### src/tio_pkg.sv
// Constants for the timer pin function select block.
// Assumes a classic Wishbone slave with 32-bit data, one register per aligned word.
// Summary of operation
// - Low nibble of each control register selects the A (or C) register function
// - Channel 0 register C has its own selector in the low nibble of the CD control register
// - Output code x01 drives the pin low on compare match
// - Output code x10 drives the pin high on compare match
// - Output code x11 toggles the pin on compare match
// - Bit 2 picks initial level; codes 0000 and 0100 disable the output
// - Capture code 1x00 copies the counter on a rising pin edge
// - Capture code 1x01 copies the counter on a falling pin edge
// - Capture code 1x1x copies the counter on both pin edges
// - With buffer enable set, register C makes no capture or compare events
// - The initial level reaches the pin while the counter is stopped, and on each counter clear in PWM mode 2
// - In PWM mode 2 the level is driven when the counter clears
// - Reset clears every control register to zero, outputs disabled
package tio_pkg;
    localparam int          NUM_PINS     = 8;
    localparam int          SEL_W        = 4;
    localparam logic [7:0]  ADR_CH0_AB   = 8'h00;
    localparam logic [7:0]  ADR_CH0_CD   = 8'h04;
    localparam logic [7:0]  ADR_CH1      = 8'h08;
    localparam logic [7:0]  ADR_CH2      = 8'h0c;
    localparam logic [7:0]  ADR_CTRL     = 8'h10;
    localparam logic [7:0]  ADR_PINS     = 8'h14;
    localparam int          CTRL_START0  = 0;
    localparam int          CTRL_START1  = 1;
    localparam int          CTRL_START2  = 2;
    localparam int          CTRL_BUF_AC  = 3;
    localparam int          CTRL_PWM2_0  = 4;
    localparam int          CTRL_PWM2_1  = 5;
    localparam int          CTRL_PWM2_2  = 6;
    localparam logic [7:0]  IOCTRL_RST   = 8'h00;
    localparam logic [6:0]  CTRL_RST     = 7'h00;
    localparam int          SEL_HI_B     = 4;
    localparam int          SEL_LO_B     = 0;
endpackage

### src/tio_func_select.sv
// Pin function select for a three-channel timer: eight pins, each tied to one
// general register (ch0 A,B,C,D; ch1 A,B; ch2 A,B), compare or capture per selector.
// Assumes counter, compare match strobes and clear strobes come from the timer core
// on clk_i; pin inputs are asynchronous and are synchronised here.
`timescale 1ns/1ps
module tio_func_select
    import tio_pkg::*;
#(
    parameter int CNT_W = 16
) (
    // Clock and reset
    input  wire logic                  clk_i,
    input  wire logic                  rst_i,
    // Wishbone slave
    input  wire logic                  cyc_i,
    input  wire logic                  stb_i,
    input  wire logic                  we_i,
    input  wire logic [7:0]            adr_i,
    input  wire logic [3:0]            sel_i,
    input  wire logic [31:0]           dat_i,
    output logic      [31:0]           dat_o,
    output logic                       ack_o,
    // Timer core
    input  wire logic [3*CNT_W-1:0]    counter_i,
    input  wire logic [tio_pkg::NUM_PINS-1:0] match_i,
    input  wire logic [2:0]            clear_i,
    output logic      [tio_pkg::NUM_PINS-1:0] capture_o,
    output logic      [tio_pkg::NUM_PINS*CNT_W-1:0] capture_val_o,
    // Timer pins
    input  wire logic [tio_pkg::NUM_PINS-1:0] pin_i,
    output logic      [tio_pkg::NUM_PINS-1:0] pin_o,
    output logic      [tio_pkg::NUM_PINS-1:0] pin_oe_o
);
    import tio_pkg::*;

    logic [7:0]          io_ctrl_ch0_ab_ff;
    logic [7:0]          io_ctrl_ch0_cd_ff;
    logic [7:0]          io_ctrl_ch1_ff;
    logic [7:0]          io_ctrl_ch2_ff;
    logic [6:0]          ctrl_ff;
    logic                ack_ff;
    logic [31:0]         dat_ff;
    logic [NUM_PINS-1:0] sync1_ff;
    logic [NUM_PINS-1:0] sync2_ff;
    logic [NUM_PINS-1:0] prev_ff;
    logic [NUM_PINS-1:0] level_ff;
    logic [NUM_PINS-1:0] cap_ff;
    logic [NUM_PINS*CNT_W-1:0] cap_val_ff;
    logic [SEL_W-1:0]    func_sel [NUM_PINS];
    logic [NUM_PINS-1:0] pin_blocked;
    logic                bus_req;

    // Pin order: 0 ch0 A, 1 ch0 B, 2 ch0 C, 3 ch0 D, 4 ch1 A, 5 ch1 B, 6 ch2 A, 7 ch2 B
    function automatic int pin_chan(input int p);
        return (p < 4) ? 0 : ((p < 6) ? 1 : 2);
    endfunction

    function automatic logic sel_is_capture(input logic [SEL_W-1:0] s);
        return s[3];
    endfunction

    function automatic logic sel_is_output(input logic [SEL_W-1:0] s);
        return !s[3] && (s[1:0] != 2'b00);
    endfunction

    // Selector slicing per pin
    always_comb begin
        func_sel[0] = io_ctrl_ch0_ab_ff[SEL_LO_B +: SEL_W];
        func_sel[1] = io_ctrl_ch0_ab_ff[SEL_HI_B +: SEL_W];
        func_sel[2] = io_ctrl_ch0_cd_ff[SEL_LO_B +: SEL_W];
        func_sel[3] = io_ctrl_ch0_cd_ff[SEL_HI_B +: SEL_W];
        func_sel[4] = io_ctrl_ch1_ff[SEL_LO_B +: SEL_W];
        func_sel[5] = io_ctrl_ch1_ff[SEL_HI_B +: SEL_W];
        func_sel[6] = io_ctrl_ch2_ff[SEL_LO_B +: SEL_W];
        func_sel[7] = io_ctrl_ch2_ff[SEL_HI_B +: SEL_W];
    end

    // Register C acting as a buffer loses its pin function entirely
    always_comb begin
        pin_blocked    = '0;
        pin_blocked[2] = ctrl_ff[CTRL_BUF_AC];
    end

    assign bus_req = cyc_i && stb_i && !ack_ff;

    // Register writes; byte lane 0 carries the 8-bit registers
    always_ff @(posedge clk_i) begin
        if (rst_i) begin
            io_ctrl_ch0_ab_ff <= IOCTRL_RST;
            io_ctrl_ch0_cd_ff <= IOCTRL_RST;
            io_ctrl_ch1_ff    <= IOCTRL_RST;
            io_ctrl_ch2_ff    <= IOCTRL_RST;
            ctrl_ff           <= CTRL_RST;
        end else if (bus_req && we_i && sel_i[0]) begin
            unique case (adr_i)
                ADR_CH0_AB: io_ctrl_ch0_ab_ff <= dat_i[7:0];
                ADR_CH0_CD: io_ctrl_ch0_cd_ff <= dat_i[7:0];
                ADR_CH1:    io_ctrl_ch1_ff    <= dat_i[7:0];
                ADR_CH2:    io_ctrl_ch2_ff    <= dat_i[7:0];
                ADR_CTRL:   ctrl_ff           <= dat_i[6:0];
                default: ;
            endcase
        end
    end

    // Single-wait-state answer; unmapped addresses read zero and ignore writes
    always_ff @(posedge clk_i) begin
        if (rst_i) begin
            ack_ff <= 1'b0;
            dat_ff <= 32'h0000_0000;
        end else begin
            ack_ff <= bus_req;
            if (bus_req && !we_i) begin
                unique case (adr_i)
                    ADR_CH0_AB: dat_ff <= {24'h00_0000, io_ctrl_ch0_ab_ff};
                    ADR_CH0_CD: dat_ff <= {24'h00_0000, io_ctrl_ch0_cd_ff};
                    ADR_CH1:    dat_ff <= {24'h00_0000, io_ctrl_ch1_ff};
                    ADR_CH2:    dat_ff <= {24'h00_0000, io_ctrl_ch2_ff};
                    ADR_CTRL:   dat_ff <= {25'h000_0000, ctrl_ff};
                    ADR_PINS:   dat_ff <= {16'h0000, sync2_ff, level_ff};
                    default:    dat_ff <= 32'h0000_0000;
                endcase
            end
        end
    end

    assign ack_o = ack_ff;
    assign dat_o = dat_ff;

    // Two-stage synchroniser, then edge history from the second stage only
    always_ff @(posedge clk_i) begin
        if (rst_i) begin
            sync1_ff <= '0;
            sync2_ff <= '0;
            prev_ff  <= '0;
        end else begin
            sync1_ff <= pin_i;
            sync2_ff <= sync1_ff;
            prev_ff  <= sync2_ff;
        end
    end

    // Output level per pin
    always_ff @(posedge clk_i) begin
        if (rst_i) begin
            level_ff <= '0;
        end else begin
            for (int p = 0; p < NUM_PINS; p++) begin
                int  c;
                logic run;
                logic pwm2;
                c    = pin_chan(p);
                run  = ctrl_ff[CTRL_START0 + c];
                pwm2 = ctrl_ff[CTRL_PWM2_0 + c];
                if (sel_is_capture(func_sel[p]) || pin_blocked[p]) begin
                    level_ff[p] <= level_ff[p];
                end else if (!run) begin
                    level_ff[p] <= func_sel[p][2];
                end else if (pwm2 && clear_i[c]) begin
                    level_ff[p] <= func_sel[p][2];
                end else if (match_i[p]) begin
                    unique case (func_sel[p][1:0])
                        2'b01:   level_ff[p] <= 1'b0;
                        2'b10:   level_ff[p] <= 1'b1;
                        2'b11:   level_ff[p] <= !level_ff[p];
                        default: level_ff[p] <= level_ff[p];
                    endcase
                end
            end
        end
    end

    // Drive enable only for live compare codes on the pin's own register
    always_comb begin
        for (int p = 0; p < NUM_PINS; p++) begin
            pin_oe_o[p] = sel_is_output(func_sel[p]) && !pin_blocked[p];
        end
    end

    assign pin_o = level_ff;

    // Input capture; bit 2 is not looked at, which also covers channel 2
    always_ff @(posedge clk_i) begin
        if (rst_i) begin
            cap_ff     <= '0;
            cap_val_ff <= '0;
        end else begin
            for (int p = 0; p < NUM_PINS; p++) begin
                logic rise;
                logic fall;
                logic hit;
                rise = sync2_ff[p] && !prev_ff[p];
                fall = !sync2_ff[p] && prev_ff[p];
                hit  = 1'b0;
                if (sel_is_capture(func_sel[p]) && !pin_blocked[p]) begin
                    if (func_sel[p][1]) begin
                        hit = rise || fall;
                    end else if (func_sel[p][0]) begin
                        hit = fall;
                    end else begin
                        hit = rise;
                    end
                end
                cap_ff[p] <= hit;
                if (hit) begin
                    cap_val_ff[p*CNT_W +: CNT_W] <= counter_i[pin_chan(p)*CNT_W +: CNT_W];
                end
            end
        end
    end

    assign capture_o     = cap_ff;
    assign capture_val_o = cap_val_ff;
endmodule

### config.mk
export PLATFORM = sky130hd
export DESIGN_NAME = tio_func_select
export DESIGN_NICKNAME = d
export VERILOG_FILES = /design/src/tio_pkg.sv /design/src/tio_func_select.sv
export SDC_FILE = /design/constraint.sdc
export NUM_CORES = 1
export LEC_CHECK = 0
export ABC_CLOCK_PERIOD_IN_PS = 2100
export BUFFER_PORTS_ARGS = -buffer_cell sky130_fd_sc_hd__buf_2
export CELL_PAD_IN_SITES_DETAIL_PLACEMENT = 0
export CELL_PAD_IN_SITES_GLOBAL_PLACEMENT = 1
export CORE_MARGIN = 8
export CORE_UTILIZATION = 34
export DETAILED_ROUTE_END_ITERATION = 10
export PLACE_DENSITY = 0.85
export RECOVER_POWER = 50
export SLEW_MARGIN = 20
export SYNTH_ARGS = -nofsm -noshare
export SYNTH_HDL_FRONTEND = slang
export SYNTH_SLANG_ARGS = --single-unit
### constraint.sdc
create_clock -name clk_i -period 2.1 [get_ports clk_i]
set_input_delay 0.42 -clock clk_i [delete_from_list [all_inputs] [get_ports clk_i]]
set_output_delay 0.42 -clock clk_i [all_outputs]
set_load 0.02 [all_outputs]
==> run_results.csv, run 1 <==
group,metric,value,unit
sta,final_max_slew_viol_count,0,
pwr,p_leak,5.49,nW
synthesis,syn_avg_cell_area,9.54,um2
route,initialDrtViolationCount,515,
synthesis,synth_cell_types,50,
route,via_per_inst,4.92,
route,drt_pass1_iterations,8,
min_path,worstHoldPathCells,2,
sta,setup_slack,120,ps
die,initial_core_util,0.344,
final_layout,layout_commonest_cell,"dfxtp_1",
sta,fin_skew,14.1,ps
synthesis,yosys.area.top_type_share,0.487,
route,drc_errors,0,
critical_path,reg2reg_slack,190,ps
synthesis,seq_area_frac_synth,0.487,
critical_path,startpoint_type,"flop",
route,antenna_left,0,
cts,cts-root-buf,"clkbuf_16",
pwr,peakVddDrop,0.630,mV
sta,finalCritPeriodShare,0.943,
placement,finalWeightedCongestion,0.873,
grt,grt_max_degree,72,
die,num_rows,60,
grt,antenna_found_initial,4,
final_layout,final_cell_mix,"dfxtp_1 (219), nor2_1 (192), clkbuf_1 (153), mux2i_1 (142), buf_2 (108)",
synthesis,yosys-top-cells-area,"dfxtp_1 (49%), mux2i_1 (15%), nor2_1 (7.8%)",
cts,cts_tree,"yes",
sta,setup_viol,0,
synthesis,muxShareOfSynthArea,0.170,
placement,io_buffer_count,257,
synthesis,synth-compound-area-share,0.0968,
critical_path,worst-path-max-fanout,4,
sta,worstMarginPinSlew,1010,ps
synthesis,syn_area,9200,um2
sta,whs,102,ps
synthesis,synth_top_family_by_area,"multiplexers",
critical_path,worstPathArrival,1560,ps
synthesis,synth_xor_area_frac,0,
critical_path,crit_path_end_kind,"output pin",
synthesis,ys_ff_latch,224,
die,pin_count,301,
grt,grt_pass1_vias,7964,
cts,clock_sinks,224,
final_layout,area_growth,27.3,%
die,dieArea,32600,um2
critical_path,slowest_delay,380,ps
cts,numCtsBuffers,25,
sta,max_freq,505,MHz
cts,htree_levels,1,
route,vias,7840,
grt,grt_pass1_wl,43700,um
synthesis,ys_async_sr_fraction,0,
grt,grt_util_all_layers,0.163,
synthesis,yosys_warnings,0,
placement,dp_hpwl,20400,um
status,status,"complete, no violations",
synthesis,synth_fa_ha_area_frac,0.0422,
min_path,holdCritPathClass,"input port to flop",
placement,place_ws,90.0,ps
cts,clk_pin_slew_worst_paths,60,ps
cts,clk_path_buf_depth,3,
grt,grt-ovfl-total,0,
critical_path,reg2reg_depth,6,
sta,fin_setup_tns,0,ps
sta,layout_min_cycle_time,1980,ps
cts,clk_latency,540,ps
die,core-area,26700,um2
pwr,p_per_area,781,nW/um2
cts,cts_setup_buffers,0,
route,routed_wl,27700,um
sta,finalHoldViolCount,0,
sta,slew_headroom,0.324,
final_layout,final_area,11700,um2
run,maxCapViolations,0,
die,die_x,180,um
final_layout,fin_nets,1378,
synthesis,synthSimpleGateAreaFrac,0.150,
critical_path,slowest_stage,"dfxtp_2",
die,fp.dieH,180,um
synthesis,synth_ff_type,"dfxtp_1",
critical_path,critical_path_class,"flop to output pin",
synthesis,syn_inst,964,
critical_path,path_cells,"inv_1 -> ha_1 -> nor3_1 -> buf_2",
synthesis,synth_edf_count,0,
critical_path,critical_path_required,1680,ps
synthesis,yosys.area.top_type,"dfxtp_1",
route,wl_per_cell,17.4,um
final_layout,drive_above_1_share,0.172,
sta,rsz0062_at_grt,"no",
placement,place_area,11100,um2
==> through the flow <==
| step | std cells | utilization | power [mW] |
|---|---|---|---|
| 2_1_floorplan | 979 | - | 4.60 |
| 3_3_place_gp | 1545 | 0.415 | 4.79 |
| 3_5_place_dp | 1545 | 0.415 | 4.79 |
| 4_1_cts | 1591 | 0.447 | 9.28 |
| 5_1_grt | 1592 | 0.438 | 9.48 |
| 6_report | 1592 | 0.438 | 9.15 |
==> timing repair <==
action	4_1_cts	5_1_grt
setup endpoints to repair	0	3
hold buffers	0	0
gates resized for setup	0	5
==> cells in the mapped netlist, types with 3 or more instances <==
cell type / number
ha_1: 31
nand4_1: 4
buf_4: 16
a22oi_1: 3
dfxtp_1: 224
nand2b_1: 4
o22ai_1: 5
o221a_2: 3
a32oi_1: 9
buf_2: 10
a21boi_0: 4
mux2i_1: 142
and3_1: 3
a221oi_1: 3
buf_1: 9
a21oi_1: 48
nand3_1: 34
a22o_1: 4
o21ai_0: 41
nand3b_1: 5
inv_1: 35
nand2_1: 12
clkbuf_1: 35
nor3b_1: 3
nor2b_1: 20
o211ai_1: 8
a211oi_1: 6
nor3_1: 15
nor2_1: 192
mux2_2: 11
==> worst max-delay path: cells and delay by family, from the launching register on <==
family	cells	cell delay [ps]
adder cells (fa/ha/maj)	1	200
flip-flops	1	380
buffers and inverters	2	300
AND/OR/NAND/NOR	1	150
==> layer usage <==
| metal | routed length, um | vias to the layer above | global-route usage |
|---|---|---|---|
| met2 | 12900 | 293 | 0.274 |
| met5 | 35 | - | 0 |
| li1 | - | 3821 | - |
| met3 | 2710 | 55 | 0.0617 |
| met4 | 794 | 6 | 0.0509 |
| met1 | 11200 | 3665 | 0.189 |
==> kinds of logic (layout without fill, tap and decap cells) <==
| group | count (synthesis) | in the layout |
|---|---|---|
| AOI/OAI and AO/OA | 144 | 144 |
| adders and majority gates | 31 | 31 |
| buffers and inverters | 107 | 378 |
| DFF | 224 | 224 |
| muxes | 154 | 154 |
| other | 1 | 17 |
| and+or+nand+nor | 303 | 303 |
==> flip-flops by register name (all words and copies together) (netlist names), 8 cells and up <==
name               count
sync2_ff               8
dat_o                 16
io_ctrl_ch1_ff         8
capture_val_o        128
prev_ff                8
capture_o              8
pin_o                  8
io_ctrl_ch0_ab_ff      8
sync1_ff               8
io_ctrl_ch2_ff         8
io_ctrl_ch0_cd_ff      8
==> final cells by class <==
cell class / count / area [um2]
well taps: 341 / 427
clock inverters: 13 / 143
repair buffers: 297 / 1510
flip-flops and latches: 224 / 4490
inverters: 35 / 131
multi-input cells: 648 / 4290
fillers: 2718 / 15000
diodes: 1 / 2.50
clock buffers: 33 / 716
==> power by group <==
group | internal (mW) | switching, mW
clock network | 2.66 | 1.80
registers | 4.28 | 0.0151
logic | 0.129 | 0.264
total | 7.07 | 2.08
==> path summary, 6_finish.rpt <==
kind,from,end
min reg2reg,sync1_ff[3],sync2_ff[3]
max reg2reg,ack_o,io_ctrl_ch0_ab_ff[5]
min,pin_i[5],sync1_ff[5]
max,io_ctrl_ch0_cd_ff[0],pin_oe_o[2]
No activity file was read; power rests on OpenSTA's default activity.
==> inputs of run 2 (changes only) <==
CELL_PAD_IN_SITES_DETAIL_PLACEMENT = default   (was 0)
CELL_PAD_IN_SITES_GLOBAL_PLACEMENT = default   (was 1)
CORE_UTILIZATION = 46   (was 34)
PLACE_DENSITY = 0.77   (was 0.85)
==> run 2 against run 1 <==
Count of clock-buffer cells in the layout rose by 1. Routed wire length shrank 0.56%. Maximum frequency decreased by 2.9%. Combinational power is 3% higher. Non-clock buffer count rose by 6. Register-to-register slack got worse by 50 ps. Sequential power barely moved. First-iteration DRC count down 0.78%. Critical path depth unchanged. Critical endpoint is now pin_oe_o[3]. Highest routed layer unchanged.
==> run_results.csv, run 2 (synthesis results as in run 1) <==
group,metric,value,unit
pwr,power,9.22,mW
critical_path,crit_path_end_kind,"output pin",
pwr,p_leak,5.50,nW
critical_path,worst-path-max-fanout,5,
die,die_x,157,um
min_path,worstHoldPathCells,2,
final_layout,area_growth,26.7,%
grt,grt_pass1_wl,42800,um
grt,grt_pass1_vias,8197,
die,initial_core_util,0.471,
critical_path,slowest_stage,"dfxtp_1",
critical_path,critical_path_required,1680,ps
cts,htree_levels,1,
final_layout,largest_register_ffs,128,
route,routed_wl,27500,um
sta,worstMarginPinSlew,1400,ps
placement,dp_hpwl,20500,um
route,antenna_left,0,
route,drt_pass1_iterations,5,
route,wl_per_cell,18.1,um
placement,io_buffer_count,257,
placement,place_area,11000,um2
placement,place_inst,1475,
sta,finalHoldViolCount,0,
sta,slew_headroom,0.0659,
cts,clk_latency,530,ps
pwr,peakVddDrop,0.670,mV
critical_path,worstPathArrival,1620,ps
grt,antenna_found_initial,2,
final_layout,nFillCells,1800,
cts,numCtsBuffers,25,
route,via_per_inst,5.25,
cts,cts-root-buf,"clkbuf_16",
final_layout,final_cell_mix,"dfxtp_1 (223), nor2_1 (192), clkbuf_1 (160), mux2i_1 (142), buf_2 (104)",
route,initialDrtViolationCount,511,
sta,setup_viol,0,
cts,clock_sinks,224,
final_layout,antenna_cells,0,
critical_path,slowest_delay,530,ps
die,fp.dieH,157,um
critical_path,reg2reg_depth,6,
sta,finalCritPeriodShare,0.971,
final_layout,drive_above_1_share,0.167,
sta,layout_min_cycle_time,2040,ps
critical_path,critical_path_class,"flop to output pin",
placement,finalWeightedCongestion,0.944,
sta,fin_setup_tns,0,ps
cts,cts_tree,"yes",
sta,setup_slack,61.2,ps
final_layout,fin_nets,1384,
critical_path,startpoint_type,"flop",
final_layout,final_area,11700,um2
cts,cts_setup_buffers,0,
min_path,holdCritPathClass,"input port to flop",
final_layout,layout_commonest_cell,"dfxtp_1",
run,maxCapViolations,0,
route,vias,7975,
sta,max_freq,490,MHz
sta,fin_skew,16.0,ps
grt,grt-ovfl-total,0,
die,pin_count,301,
final_layout,multi_input_area,4290,um2
pwr,p_per_area,791,nW/um2
grt,grt_util_all_layers,0.215,
cts,clk_pin_slew_worst_paths,60,ps
placement,place_ws,89.6,ps
cts,clk_path_buf_depth,3,
die,dieArea,24800,um2
critical_path,path_cells,"inv_1 -> ha_1 -> nor2_1 -> buf_2",
die,num_rows,51,
die,core-area,19500,um2
sta,rsz0062_at_grt,"no",
final_layout,seq_area,4490,um2
route,drc_errors,0,
sta,final_max_slew_viol_count,0,
final_layout,final_cells,1520,
status,status,"complete, no violations",
grt,grt_max_degree,60,
run 2: cell count changes in the layout (fill, tap and decap cells not counted), moves of 2 or more:
cell,change
clkbuf_4,-2
clkbuf_2,+2
clkbuf_1,+7
buf_2,-4
buf_4,+4
dfxtp_1,+4
dfxtp_2,-4
run 2: report_power, final:
part | internal, mW | leakage [nW] | switching (mW)
sequential | 4.28 | 1.81 | 0.0142
combinational | 0.137 | 3.26 | 0.268
clock | 2.78 | 0.431 | 1.74
total | 7.19 | 5.50 | 2.02
run 2: area by class of cell:
type | instances | area share
multi-input cells | 648 | 0.368
inverters | 35 | 0.0113
repair buffers | 303 | 0.132
clock buffers | 34 | 0.0617
clock inverters | 11 | 0.0130
well taps | 265 | 0.0285
flip-flops and latches | 224 | 0.385
run 2: path summary, 6_finish.rpt:
path	start	endpoint	slack (ps)
worst min register to register	sync1_ff[0]	sync2_ff[0]	440
worst max register to register	ack_o	io_ctrl_ch0_ab_ff[4]	140
worst min-delay path	pin_i[6]	sync1_ff[6]	100
worst max-delay path	io_ctrl_ch0_cd_ff[4]	pin_oe_o[3]	60
run 2: metrics by stage:
stage                util  hold WS, ps
floorplan               -          414
global placement    0.563          418
detailed placement  0.563          421
CTS                 0.608         78.1
global route        0.597         93.2
finish              0.597          100
run 2: metal layers:
layer  track usage  vias up  share of wire
met2         0.364      330           0.48
met3        0.0710       65           0.10
met4        0.0852        4          0.034
met5             0        -         0.0011
met1         0.247     3742           0.38
li1              -     3834              -
run 2: worst max-delay path: cells and delay by family (launching register included):
family,cells,cell delay (ps)
simple gates,1,70
buf+inv,2,300
flops,1,530
fa+ha+maj,1,210
run 2: timing repair:
item	in CTS	in global routing
hold buffers	0	0
resized for setup	0	2
setup endpoints to repair	0	2
==> inputs of run 3 (changes only) <==
==> constraint.sdc (replaced) <==
create_clock -name clk_i -period 2.1 [get_ports clk_i]
set_input_delay 0.42 -clock clk_i [delete_from_list [all_inputs] [get_ports clk_i]]
set_output_delay 0.42 -clock clk_i [all_outputs]
set_load 0.05 [all_outputs]
==> run 3 against run 2 <==
Maximum frequency shrank 1.2%. Hold slack gained 4.8 ps. Sequential cell count is the same. Via count shrank 0.60%. Routed wire length shrank 1.0%. Critical path type unchanged. Critical endpoint unchanged.
==> run_results.csv, run 3 (synthesis results as in run 1) <==
group,metric,value,unit
critical_path,crit_family,"flip-flops",
route,vias,7927,
final_layout,area_growth,26.6,%
grt,antenna_found_initial,2,
cts,cts_setup_buffers,0,
grt,grt_pass1_vias,8013,
sta,setup_viol,0,
sta,layout_min_cycle_time,2060,ps
placement,dp_hpwl,20400,um
route,initialDrtViolationCount,566,
final_layout,drive_above_1_share,0.182,
route,drc_errors,0,
sta,worstMarginPinSlew,1370,ps
cts,clock_sinks,224,
placement,io_buffer_count,257,
sta,finalCritPeriodShare,0.983,
route,wl_per_cell,17.9,um
pwr,p_sw,2.05,mW
die,pin_count,301,
pwr,p_per_area,786,nW/um2
pwr,sw_frac_of_total,0.224,
final_layout,layout_commonest_cell,"dfxtp_1",
die,core-area,19500,um2
pwr,p_leak,5.55,nW
critical_path,slowest_delay,520,ps
die,dieArea,24800,um2
status,status,"complete, no violations",
cts,cts_resized,5,
pwr,pwr-share-seq,0.469,
critical_path,critical_path_required,1680,ps
pwr,power,9.15,mW
critical_path,path_cells,"inv_1 -> ha_1 -> nor2_1 -> buf_2",
final_layout,multi_input_area,4280,um2
sta,max_freq,485,MHz
sta,rsz0062_at_grt,"no",
pwr,peakVddDrop,0.690,mV
route,antenna_left,0,
sta,setup_slack,36.4,ps
sta,finalHoldViolCount,0,
critical_path,slowest_stage,"dfxtp_1",
grt,grt_util_all_layers,0.212,
grt,grt_max_degree,60,
route,routed_wl,27200,um
cts,cts-root-buf,"clkbuf_16",
pwr,pwr-share-comb,0.050,
critical_path,critical_path_class,"flop to output pin",
final_layout,seq_area,4490,um2
grt,grt-ovfl-total,0,
grt,grt_pass1_wl,42200,um
die,num_rows,51,
sta,fin_setup_tns,0,ps
final_layout,final_cell_mix,"dfxtp_1 (219), nor2_1 (192), mux2i_1 (142), clkbuf_1 (141), buf_2 (121)",
cts,htree_levels,1,
sta,slew_headroom,0.0863,
critical_path,cp_num_buf_inv,2,
final_layout,nFillCells,1778,
cts,numCtsBuffers,24,
cts,clk_latency,520,ps
pwr,clkPwrFrac,0.481,
cts,cts_tree,"yes",
cts,cts_hold_buf,0,
final_layout,final_cells,1518,
min_path,holdCritPathClass,"input port to flop",
route,via_per_inst,5.22,
pwr,p_int,7.11,mW
critical_path,startpoint_type,"flop",
run,maxCapViolations,0,
final_layout,fin_nets,1381,
sta,final_max_slew_viol_count,0,
route,drt_pass1_iterations,5,
placement,finalWeightedCongestion,0.942,
placement,place_ws,59.1,ps
die,fp.dieH,157,um
die,initial_core_util,0.471,
critical_path,worstPathArrival,1640,ps
final_layout,final_util,0.596,
cts,clk_path_buf_depth,3,
cts,clk_pin_slew_worst_paths,60,ps
die,die_x,157,um
critical_path,crit_path_end_kind,"output pin",
critical_path,worst-path-max-fanout,7,
final_layout,largest_register_ffs,128,
placement,place_inst,1473,
sta,fin_skew,10.8,ps
-- run 3: cell type report --
class / count / area share
multi-input cells: 648 / 0.367
flip-flops and latches: 224 / 0.386
well taps: 265 / 0.0285
inverters: 35 / 0.0113
clock buffers: 33 / 0.0596
clock inverters: 10 / 0.0133
diodes: 2 / 0.000430
repair buffers: 301 / 0.134
-- run 3: through the flow --
| step | area, um2 | hold WS (ps) |
|---|---|---|
| global placement | 11000 | 418 |
| global route | 11600 | 100 |
| detailed placement | 11000 | 423 |
| floorplan | 9260 | 414 |
| finish | 11600 | 105 |
| CTS | 11800 | 80.5 |
-- run 3: layer usage --
metal | part of all wire | routed length (um) | track usage | up-vias
met2 | 0.47 | 12900 | 0.362 | 323
met1 | 0.38 | 10400 | 0.239 | 3709
li1 | - | - | - | 3830
met5 | 0.00084 | 23 | 0 | -
met4 | 0.033 | 904 | 0.0793 | 4
met3 | 0.11 | 3030 | 0.0779 | 61
-- run 3: worst reg2reg max path, cell delays in order, from the launching register on --
cell	delay, ps
dfxtp_1	400
inv_1	80
ha_1	190
mux2_2	260
o211ai_1	270
buf_12	220
mux2i_1	210
nor2_1	60
-- run 3: final timing paths --
path,from,end,slack [ps],depth (start not counted)
setup / recovery,io_ctrl_ch0_cd_ff[5],pin_oe_o[3],40,4
hold / removal,pin_i[2],sync1_ff[2],100,2
setup reg to reg,sync2_ff[3],capture_val_o[59],240,7
hold reg to reg,sync1_ff[4],sync2_ff[4],440,1
-- run 3: power by group through the flow --
stage                     Sequential (mW)  Clock, mW  Combinational [mW]
after global routing                 4.29       4.68               0.490
final                                4.29       4.41               0.455
after floorplan                      4.41          0               0.250
after global placement               4.38          0               0.455
after detailed placement             4.38          0               0.459
after CTS                            4.29       4.50               0.461
